File: config.mk
export PLATFORM = sky130hd
export DESIGN_NAME = hub_port_power
export DESIGN_NICKNAME = d
export VERILOG_FILES = /design/src/verilog/hub_port_pkg.sv /design/src/verilog/port_ctrl_if.sv /design/src/verilog/port_power_slice.sv /design/src/verilog/hub_port_power.sv
export VERILOG_INCLUDE_DIRS = /design/src /design/src/verilog
export SDC_FILE = /design/constraint.sdc
export NUM_CORES = 1
export LEC_CHECK = 0
export ABC_AREA = 1
export BUFFER_PORTS_ARGS = -buffer_cell sky130_fd_sc_hd__buf_2
export CORE_UTILIZATION = 30
export CTS_BUF_LIST = sky130_fd_sc_hd__clkbuf_8
export DETAILED_ROUTE_END_ITERATION = 6
export GPL_ROUTABILITY_DRIVEN = 0
export SLEW_MARGIN = 15
export SYNTH_ARGS = -nofsm -noshare
export SYNTH_HDL_FRONTEND = slang
export SYNTH_SLANG_ARGS = --single-unit
File: constraint.sdc
create_clock -name REF_CLK_I -period 1.8 [get_ports REF_CLK_I]
set_clock_uncertainty 0.1 [all_clocks]
set_input_delay 0.36 -clock REF_CLK_I [delete_from_list [all_inputs] [get_ports REF_CLK_I]]
set_output_delay 0.36 -clock REF_CLK_I [all_outputs]
set_load 0.1 [all_outputs]
File: src/verilog/hub_port_defines.svh
// hub_port_defines.svh: timing counts and the port count for port power signalling
// assumes a 50 MHz reference clock
`ifndef HUB_PORT_DEFINES_SVH
`define HUB_PORT_DEFINES_SVH
`define CLK_PERIOD_NS        20
// upstream power must be seen stable this long before connect, in us
`define VBUS_DEBOUNCE_US     100
`define VBUS_DEBOUNCE_CYC    ((`VBUS_DEBOUNCE_US * 1000) / `CLK_PERIOD_NS)
// over-current must be seen this long before it is believed, in us
`define OC_FILTER_US         8
`define OC_FILTER_CYC        ((`OC_FILTER_US * 1000) / `CLK_PERIOD_NS)
`define PORT_COUNT           3
`endif

File: src/verilog/hub_port_pkg.sv
// hub_port_pkg.sv: types shared by the port power signalling design
// assumes hub_port_defines.svh for the numbers
package hub_port_pkg;
  typedef enum logic [2:0] {
    PORT_OFF   = 3'h1,
    PORT_ON    = 3'h2,
    PORT_FAULT = 3'h4
  } port_state_e;
endpackage

File: src/verilog/port_ctrl_if.sv
// port_ctrl_if.sv: carries per-port control and status between top and port slice
// assumes one clock domain
`timescale 1ns/10ps
interface port_ctrl_if;
  logic power_request;
  logic overcurrent;
  logic powered;
  logic fault_flag;
  logic fault_clear;
  modport top
  (
    output power_request,
    output overcurrent,
    output fault_clear,
    input  powered,
    input  fault_flag
  );
  modport slice
  (
    input  power_request,
    input  overcurrent,
    input  fault_clear,
    output powered,
    output fault_flag
  );
endinterface

File: src/verilog/port_power_slice.sv
// port_power_slice.sv: one downstream port's power state machine with fault latch
// assumes a synchronised active-high over-current level from the top
`timescale 1ns/10ps
`include "hub_port_defines.svh"
module port_power_slice #(
  parameter int FILTER_CYC = `OC_FILTER_CYC
) (
  input  wire logic  clk_i,
  input  wire logic  rst_ni,
  port_ctrl_if.slice ctl
);
  localparam int CW = $clog2(FILTER_CYC + 1);
  hub_port_pkg::port_state_e state_q, state_d;
  logic [CW-1:0]             filt_q, filt_d;
  logic                      flag_q, flag_d;
  logic                      oc_seen;

  ////////////////////////////////////////////////////////////////////////
  // next state: filter over-current, latch fault, drop power on fault
  always_comb
  begin
    state_d = state_q;
    filt_d  = ctl.overcurrent ? filt_q : '0;
    oc_seen = 1'b0;
    if (ctl.overcurrent)
    begin
      if (filt_q == CW'(FILTER_CYC))
        oc_seen = 1'b1;
      else
        filt_d = filt_q + CW'(1);
    end
    // set wins over clear
    flag_d = oc_seen | (flag_q & ~ctl.fault_clear);
    case (state_q)
      hub_port_pkg::PORT_OFF:
        if (ctl.power_request && !oc_seen)
          state_d = hub_port_pkg::PORT_ON;
      hub_port_pkg::PORT_ON:
        if (oc_seen)
          state_d = hub_port_pkg::PORT_FAULT;
        else if (!ctl.power_request)
          state_d = hub_port_pkg::PORT_OFF;
      hub_port_pkg::PORT_FAULT:
        if (!ctl.power_request)
          state_d = hub_port_pkg::PORT_OFF;
      default:
        state_d = hub_port_pkg::PORT_OFF;
    endcase
  end

  // state registers
  always_ff @(posedge clk_i or negedge rst_ni)
  begin
    if (!rst_ni)
    begin
      state_q <= hub_port_pkg::PORT_OFF;
      filt_q  <= '0;
      flag_q  <= 1'b0;
    end
    else
    begin
      state_q <= state_d;
      filt_q  <= filt_d;
      flag_q  <= flag_d;
    end
  end

  assign ctl.powered    = (state_q == hub_port_pkg::PORT_ON);
  assign ctl.fault_flag = flag_q;
endmodule // port_power_slice

File: src/verilog/hub_port_power.sv
// hub_port_power.sv: downstream port power, over-current and LED signalling
// assumes 50 MHz REF_CLK_I, pins sampled asynchronously, strap static
`timescale 1ns/10ps
`include "hub_port_defines.svh"

module hub_port_power #(
  parameter int NPORT       = `PORT_COUNT,
  parameter int VBUS_DB_CYC = `VBUS_DEBOUNCE_CYC,
  parameter int OC_CYC      = `OC_FILTER_CYC
) (
  input  wire logic             REF_CLK_I,
  input  wire logic             RESETN_I,
  input  wire logic             UPSTREAM_POWER_SENSE_I,
  input  wire logic             PORT_POWER_POLARITY_STRAP_I,
  input  wire logic [NPORT-1:0] PORT_OVERCURRENT_SENSE_L_I,
  input  wire logic [NPORT-1:0] PORT_POWER_REQUEST_I,
  input  wire logic [NPORT-1:0] PORT_ACTIVE_I,
  input  wire logic             LED_SUPPORT_ENABLE_I,
  input  wire logic [NPORT-1:0] OVERCURRENT_CLEAR_I,
  output logic                  UPSTREAM_DPLUS_PULLUP_O,
  output logic [NPORT-1:0]      PORT_POWER_ENABLE_O,
  output logic [NPORT-1:0]      PORT_POWER_ENABLE_OE_O,
  output logic [NPORT-1:0]      PORT_OVERCURRENT_FLAG_O,
  output logic [NPORT-1:0]      PORT_GREEN_LED_L_O,
  output logic [NPORT-1:0]      PORT_GREEN_LED_L_OE_O
);
  localparam int VW = $clog2(VBUS_DB_CYC + 1);

  ////////////////////////////////////////////////////////////////////////
  // three-stage synchronisers for the upstream power and strap pins
  logic [2:0]       vbus_sync_q, vbus_sync_d;
  logic [2:0]       pol_sync_q, pol_sync_d;
  logic             vbus_lvl_q, vbus_lvl_d;
  logic             pol_lvl_q, pol_lvl_d;

  // shift pins in; accept a change once stages two and three agree
  always_comb
  begin
    vbus_sync_d = {vbus_sync_q[1:0], UPSTREAM_POWER_SENSE_I};
    pol_sync_d  = {pol_sync_q[1:0], PORT_POWER_POLARITY_STRAP_I};
    vbus_lvl_d  = (vbus_sync_q[1] == vbus_sync_q[2]) ? vbus_sync_q[2] : vbus_lvl_q;
    pol_lvl_d   = (pol_sync_q[1] == pol_sync_q[2]) ? pol_sync_q[2] : pol_lvl_q;
  end

  // power and strap synchroniser registers
  always_ff @(posedge REF_CLK_I or negedge RESETN_I)
  begin
    if (!RESETN_I)
    begin
      vbus_sync_q <= 3'h0;
      pol_sync_q  <= 3'h0;
      vbus_lvl_q  <= 1'b0;
      pol_lvl_q   <= 1'b0;
    end
    else
    begin
      vbus_sync_q <= vbus_sync_d;
      pol_sync_q  <= pol_sync_d;
      vbus_lvl_q  <= vbus_lvl_d;
      pol_lvl_q   <= pol_lvl_d;
    end
  end

  ////////////////////////////////////////////////////////////////////////
  // three-stage synchronisers for the over-current pins, turned active high
  logic [NPORT-1:0] oc_s1_q, oc_s2_q, oc_s3_q;
  logic [NPORT-1:0] oc_s1_d, oc_s2_d, oc_s3_d;
  logic [NPORT-1:0] oc_lvl_q, oc_lvl_d;

  // a port's level changes only once stages two and three agree
  always_comb
  begin
    oc_s1_d = ~PORT_OVERCURRENT_SENSE_L_I;
    oc_s2_d = oc_s1_q;
    oc_s3_d = oc_s2_q;
    for (int i = 0; i < NPORT; i++)
      oc_lvl_d[i] = (oc_s2_q[i] == oc_s3_q[i]) ? oc_s3_q[i] : oc_lvl_q[i];
  end

  // over-current synchroniser registers
  always_ff @(posedge REF_CLK_I or negedge RESETN_I)
  begin
    if (!RESETN_I)
    begin
      oc_s1_q  <= '0;
      oc_s2_q  <= '0;
      oc_s3_q  <= '0;
      oc_lvl_q <= '0;
    end
    else
    begin
      oc_s1_q  <= oc_s1_d;
      oc_s2_q  <= oc_s2_d;
      oc_s3_q  <= oc_s3_d;
      oc_lvl_q <= oc_lvl_d;
    end
  end

  ////////////////////////////////////////////////////////////////////////
  // upstream power debounce drives the D+ pull-up
  logic [VW-1:0] vbus_cnt_q, vbus_cnt_d;
  logic          pullup_q, pullup_d;

  // pull-up on after power stable for debounce time, off at once on loss
  always_comb
  begin
    vbus_cnt_d = '0;
    pullup_d   = 1'b0;
    if (vbus_lvl_q)
    begin
      pullup_d = pullup_q;
      if (vbus_cnt_q == VW'(VBUS_DB_CYC))
        pullup_d = 1'b1;
      else
        vbus_cnt_d = vbus_cnt_q + VW'(1);
      if (vbus_cnt_q == VW'(VBUS_DB_CYC))
        vbus_cnt_d = vbus_cnt_q;
    end
  end

  // debounce registers
  always_ff @(posedge REF_CLK_I or negedge RESETN_I)
  begin
    if (!RESETN_I)
    begin
      vbus_cnt_q <= '0;
      pullup_q   <= 1'b0;
    end
    else
    begin
      vbus_cnt_q <= vbus_cnt_d;
      pullup_q   <= pullup_d;
    end
  end

  assign UPSTREAM_DPLUS_PULLUP_O = pullup_q;

  ////////////////////////////////////////////////////////////////////////
  // polarity strap captured after reset release
  logic [2:0] pol_fill_q, pol_fill_d;
  logic       pol_cap_q, pol_cap_d;
  logic       pol_valid_q, pol_valid_d;

  // latch only once all three sync stages hold real samples, not reset zeros,
  // else a high strap would be taken as low and power the ports up
  always_comb
  begin
    pol_fill_d  = {pol_fill_q[1:0], 1'b1};
    pol_valid_d = pol_valid_q | (pol_fill_q[2] & (pol_sync_q[1] == pol_sync_q[2]));
    pol_cap_d   = pol_valid_q ? pol_cap_q : pol_lvl_d;
  end

  // strap registers
  always_ff @(posedge REF_CLK_I or negedge RESETN_I)
  begin
    if (!RESETN_I)
    begin
      pol_fill_q  <= 3'h0;
      pol_cap_q   <= 1'b0;
      pol_valid_q <= 1'b0;
    end
    else
    begin
      pol_fill_q  <= pol_fill_d;
      pol_cap_q   <= pol_cap_d;
      pol_valid_q <= pol_valid_d;
    end
  end

  ////////////////////////////////////////////////////////////////////////
  // per-port power slices
  logic [NPORT-1:0] powered;

  genvar g;
  generate
    for (g = 0; g < NPORT; g++)
    begin : g_port
      port_ctrl_if ctl ();
      assign ctl.power_request = PORT_POWER_REQUEST_I[g];
      assign ctl.overcurrent   = oc_lvl_q[g];
      assign ctl.fault_clear   = OVERCURRENT_CLEAR_I[g];
      assign powered[g]        = ctl.powered;
      assign PORT_OVERCURRENT_FLAG_O[g] = ctl.fault_flag;
      port_power_slice #(
        .FILTER_CYC (OC_CYC)
      ) u_slice (
        .clk_i  (REF_CLK_I),
        .rst_ni (RESETN_I),
        .ctl    (ctl.slice)
      );
    end
  endgenerate

  ////////////////////////////////////////////////////////////////////////
  // pin drive: during reset the raw strap sets the off level combinationally
  logic pol_use;

  always_comb
  begin
    pol_use = pol_valid_q ? pol_cap_q : PORT_POWER_POLARITY_STRAP_I;
    if (!RESETN_I)
      PORT_POWER_ENABLE_O = {NPORT{~PORT_POWER_POLARITY_STRAP_I}};
    else
      PORT_POWER_ENABLE_O = pol_use ? powered : ~powered;
  end

  assign PORT_POWER_ENABLE_OE_O = {NPORT{1'b1}};

  // green leds low when active and powered; released without led support or in reset
  always_comb
  begin
    PORT_GREEN_LED_L_O    = ~(PORT_ACTIVE_I & powered);
    PORT_GREEN_LED_L_OE_O = {NPORT{LED_SUPPORT_ENABLE_I & RESETN_I}};
  end
endmodule // hub_port_power

==> results.py <==
metrics = {
    "logic_synthesis": {
        "synth_compound_area_share_pct": 7.92,
        "synth_mux_area_share_pct": 0,
        "synth_area_um2": 3650,
        "synthXorXnorAreaFrac_pct": 1.20,
        "synth_top_family_by_area": "simple AND/OR/NAND/NOR gates",
        "ys_seq_elements": 78,
        "ys_warn_count": 0,
        "yosys.area_share.adder_pct": 3.84,
        "ys_types": 34,
        "synth_top_area_cell": "dfrtp_1",
        "synth.yosys.seq_area_share_pct": 53.6,
        "syn_area_per_cell_um2": 8.57,
        "synthSimpleGateAreaFrac_pct": 24.5,
        "synthCells": 426,
        "yosys-top-cells-area": "dfrtp_1 (51%), nand2_1 (9.9%), inv_1 (6.0%), a21oi_1 (4.1%), nand3_1 (3.7%)",
        "yosysTopAreaCellShare_pct": 51.4,
    },
    "critical_path": {
        "arrival_ps": 1440,
        "critPathRequiredTime_ps": 1340,
        "endpoint_kind": "primary output",
        "path_class": "flip-flop to primary output",
        "crit_path_max_fanout": 3,
        "crit_path_start_kind": "flip-flop",
    },
    "cts": {
        "cts_tree": "yes",
        "root_buffer": "clkbuf_8",
        "clk_latency_ps": 340,
        "cts_max_path_buffers": 2,
        "path_clk_slew_ps": 80,
        "numCtsBuffers": 9,
        "cts_sinks": 78,
        "htreeDepth": 3,
    },
    "timing": {
        "fin_setup_tns_ps": -408,
        "fmax_mhz": 527,
        "period_needed_ps": 1900,
        "setup_viol": 5,
        "setup_ws_ps": -98.6,
        "timing.hold.ws_ps": 48.6,
        "worst_pin_slew_ps": 620,
        "slew_headroom_pct": 58.6,
        "drv_slew": 0,
        "rsz0062_at_grt": "yes",
        "min_period_over_period_pct": 105,
        "hold_viol_final": 0,
    },
    "place": {
        "dpl.hpwl_um": 4810,
        "dp.cells": 593,
        "place_area_um2": 4090,
        "port-buffer-count": 29,
        "dp_slack_ps": 93.7,
    },
    "route": {
        "routedWlPerCell_um": 11.1,
        "dr.pass1.iters": 6,
        "first_iter_violations": 97,
        "wl_um": 6920,
        "antenna_left": 0,
        "drc_errors": 2,
        "via_per_inst": 4.55,
        "dr_total_vias": 2840,
    },
    "cells_and_area": {
        "drive_above_1_share_pct": 23.1,
        "final_area_um2": 4480,
        "stdcell_count": 624,
        "antenna_cells": 0,
        "final_cell_mix": "nand2_1 (85), dfrtp_1 (75), inv_1 (49), nor2_1 (36), a21oi_1 (30)",
        "final_util_pct": 38.6,
        "layout_commonest_cell": "nand2_1",
        "final_nets": 502,
        "syn_to_final_growth_pct": 22.8,
    },
    "floorplan": {
        "io_pins": 33,
        "rows": 39,
        "chipHeight_um": 112,
        "dieArea_um2": 12600,
        "fp.dieW_um": 112,
        "start_util_pct": 31.4,
        "coreArea_um2": 11600,
    },
    "global_routing": {
        "grt_usage_pct": 12.3,
        "grt_pass1_wl_um": 12400,
        "grt_pass1_vias": 2880,
        "grt_max_degree": 52,
        "grt_overflow_total": 0,
        "antenna_found_initial": 0,
    },
    "power": {
        "cellPowerDensity_nw_per_um2": 982,
        "p_total_mw": 4.41,
        "p_leak_nw": 2.09,
        "vdd_drop_max_uv": 668,
    },
    "min_path": {
        "min_path_type": "input port to flip-flop",
    },
    "outcome": {
        "violations": "DRC, setup timing",
        "status": "finished, violations left",
    },
    "job": {
        "timing.max_cap.violations": 0,
    },
}
-- logic make-up after synthesis --
family	count (synthesis)
buf+inv	78
simple gates	197
xor+xnor	5
compound gates	55
flops	78
fa+ha+maj	12
other cells	1
-- cells in the mapped netlist --
cell and n:
or2_0 1, clkinv_1 1, maj3_1 4, o21bai_1 1, nor2_1 36, clkbuf_1 1
o21ai_0 13, inv_1 58, nand2_1 96, nand4_1 5, xor2_1 4, or2_2 1
nor3_2 3, a21oi_1 30, inv_2 9, buf_4 8, o21a_1 1, o221a_2 1
nor3_4 2, nand3b_1 2, o21ai_1 8, dfstp_2 3, conb_1 1, a211oi_1 1
ha_1 8, nor4_1 1, xnor2_1 1, nor2_2 4, dfrtp_1 75, buf_2 1
nand3_1 27, nand3_2 3, or2_1 1, nor3_1 15
-- path summary, 6_finish.rpt --
kind                                                          start                                  endpoint  slack, ps  cells after the start
setup reg to reg              g_port[1].u_slice.filt_q[0]$_DFF_PN0_  g_port[1].u_slice.state_q[0]$_DFFE_PN1P_        260                      8
setup / recovery           g_port[0].u_slice.state_q[0]$_DFFE_PN1P_                    PORT_POWER_ENABLE_O[0]       -100                      7
max in group asynchronous                                  RESETN_I  g_port[1].u_slice.state_q[0]$_DFFE_PN1P_        720                      3
hold reg to reg                             pol_sync_q[0]$_DFF_PN0_                   pol_sync_q[1]$_DFF_PN0_        250                      0
hold / removal                        PORT_OVERCURRENT_SENSE_L_I[1]                      oc_s1_q[1]$_DFF_PN0_         50                      2
min in group asynchronous                                  RESETN_I     g_port[0].u_slice.filt_q[3]$_DFF_PN0_        150                      2
-- timing repair --
item,CTS,global route
setup buffers,10,3
hold endpoints to repair,6,1
pin swaps,9,4
resized for setup,20,7
hold buffers,2,1
setup endpoints to repair,6,6
cloned,0,0
-- critical path: stages, from the launching register on --
cell     delay, ps
dfstp_2        550
inv_2           60
nand3_4         70
inv_4           50
nand2_2         50
nand3_2         60
nand2_2         80
buf_12         170
-- sequential cells by signal, summed over array words and instances, names as in the netlist --
register / flops
g_port.u_slice.filt_q: 27
vbus_cnt_q: 13
g_port.u_slice.state_q: 9
g_port.u_slice.ctl.fault_flag: 3
oc_lvl_q: 3
oc_s1_q: 3
oc_s2_q: 3
oc_s3_q: 3
pol_fill_q: 3
pol_sync_q: 3
vbus_sync_q: 3
UPSTREAM_DPLUS_PULLUP_O: 1
pol_cap_q: 1
pol_lvl_q: 1
pol_valid_q: 1
vbus_lvl_q: 1
-- power by group --
group / leakage, nW / switching (mW) / internal, mW
Clock: 0.0922 / 0.630 / 0.576
Sequential: 1.01 / 0.133 / 1.91
Combinational: 0.995 / 0.704 / 0.451
Total: 2.09 / 1.47 / 2.94
-- area by class of cell --
type	instances	area, µm²
Tap cell	143	179
Sequential cell	78	1960
Multi-Input combinational cell	273	1480
Timing Repair Buffer	47	429
Inverter	68	262
Clock inverter	4	30.0
Clock buffer	11	151
Fill cell	1174	7130
-- layer usage --
| metal | GRT usage [%] | routed length [µm] | vias up | part of all wire, % |
|---|---|---|---|---|
| li1 | - | - | 1450 | - |
| met1 | 15.0 | 3330 | 1345 | 48 |
| met2 | 20.5 | 3320 | 40 | 48 |
| met3 | 2.97 | 198 | 5 | 2.9 |
| met4 | 5.69 | 74 | 0 | 1.1 |
| met5 | 0 | 0 | - | 0 |
Note: power is estimated with default switching activity, not from simulation.
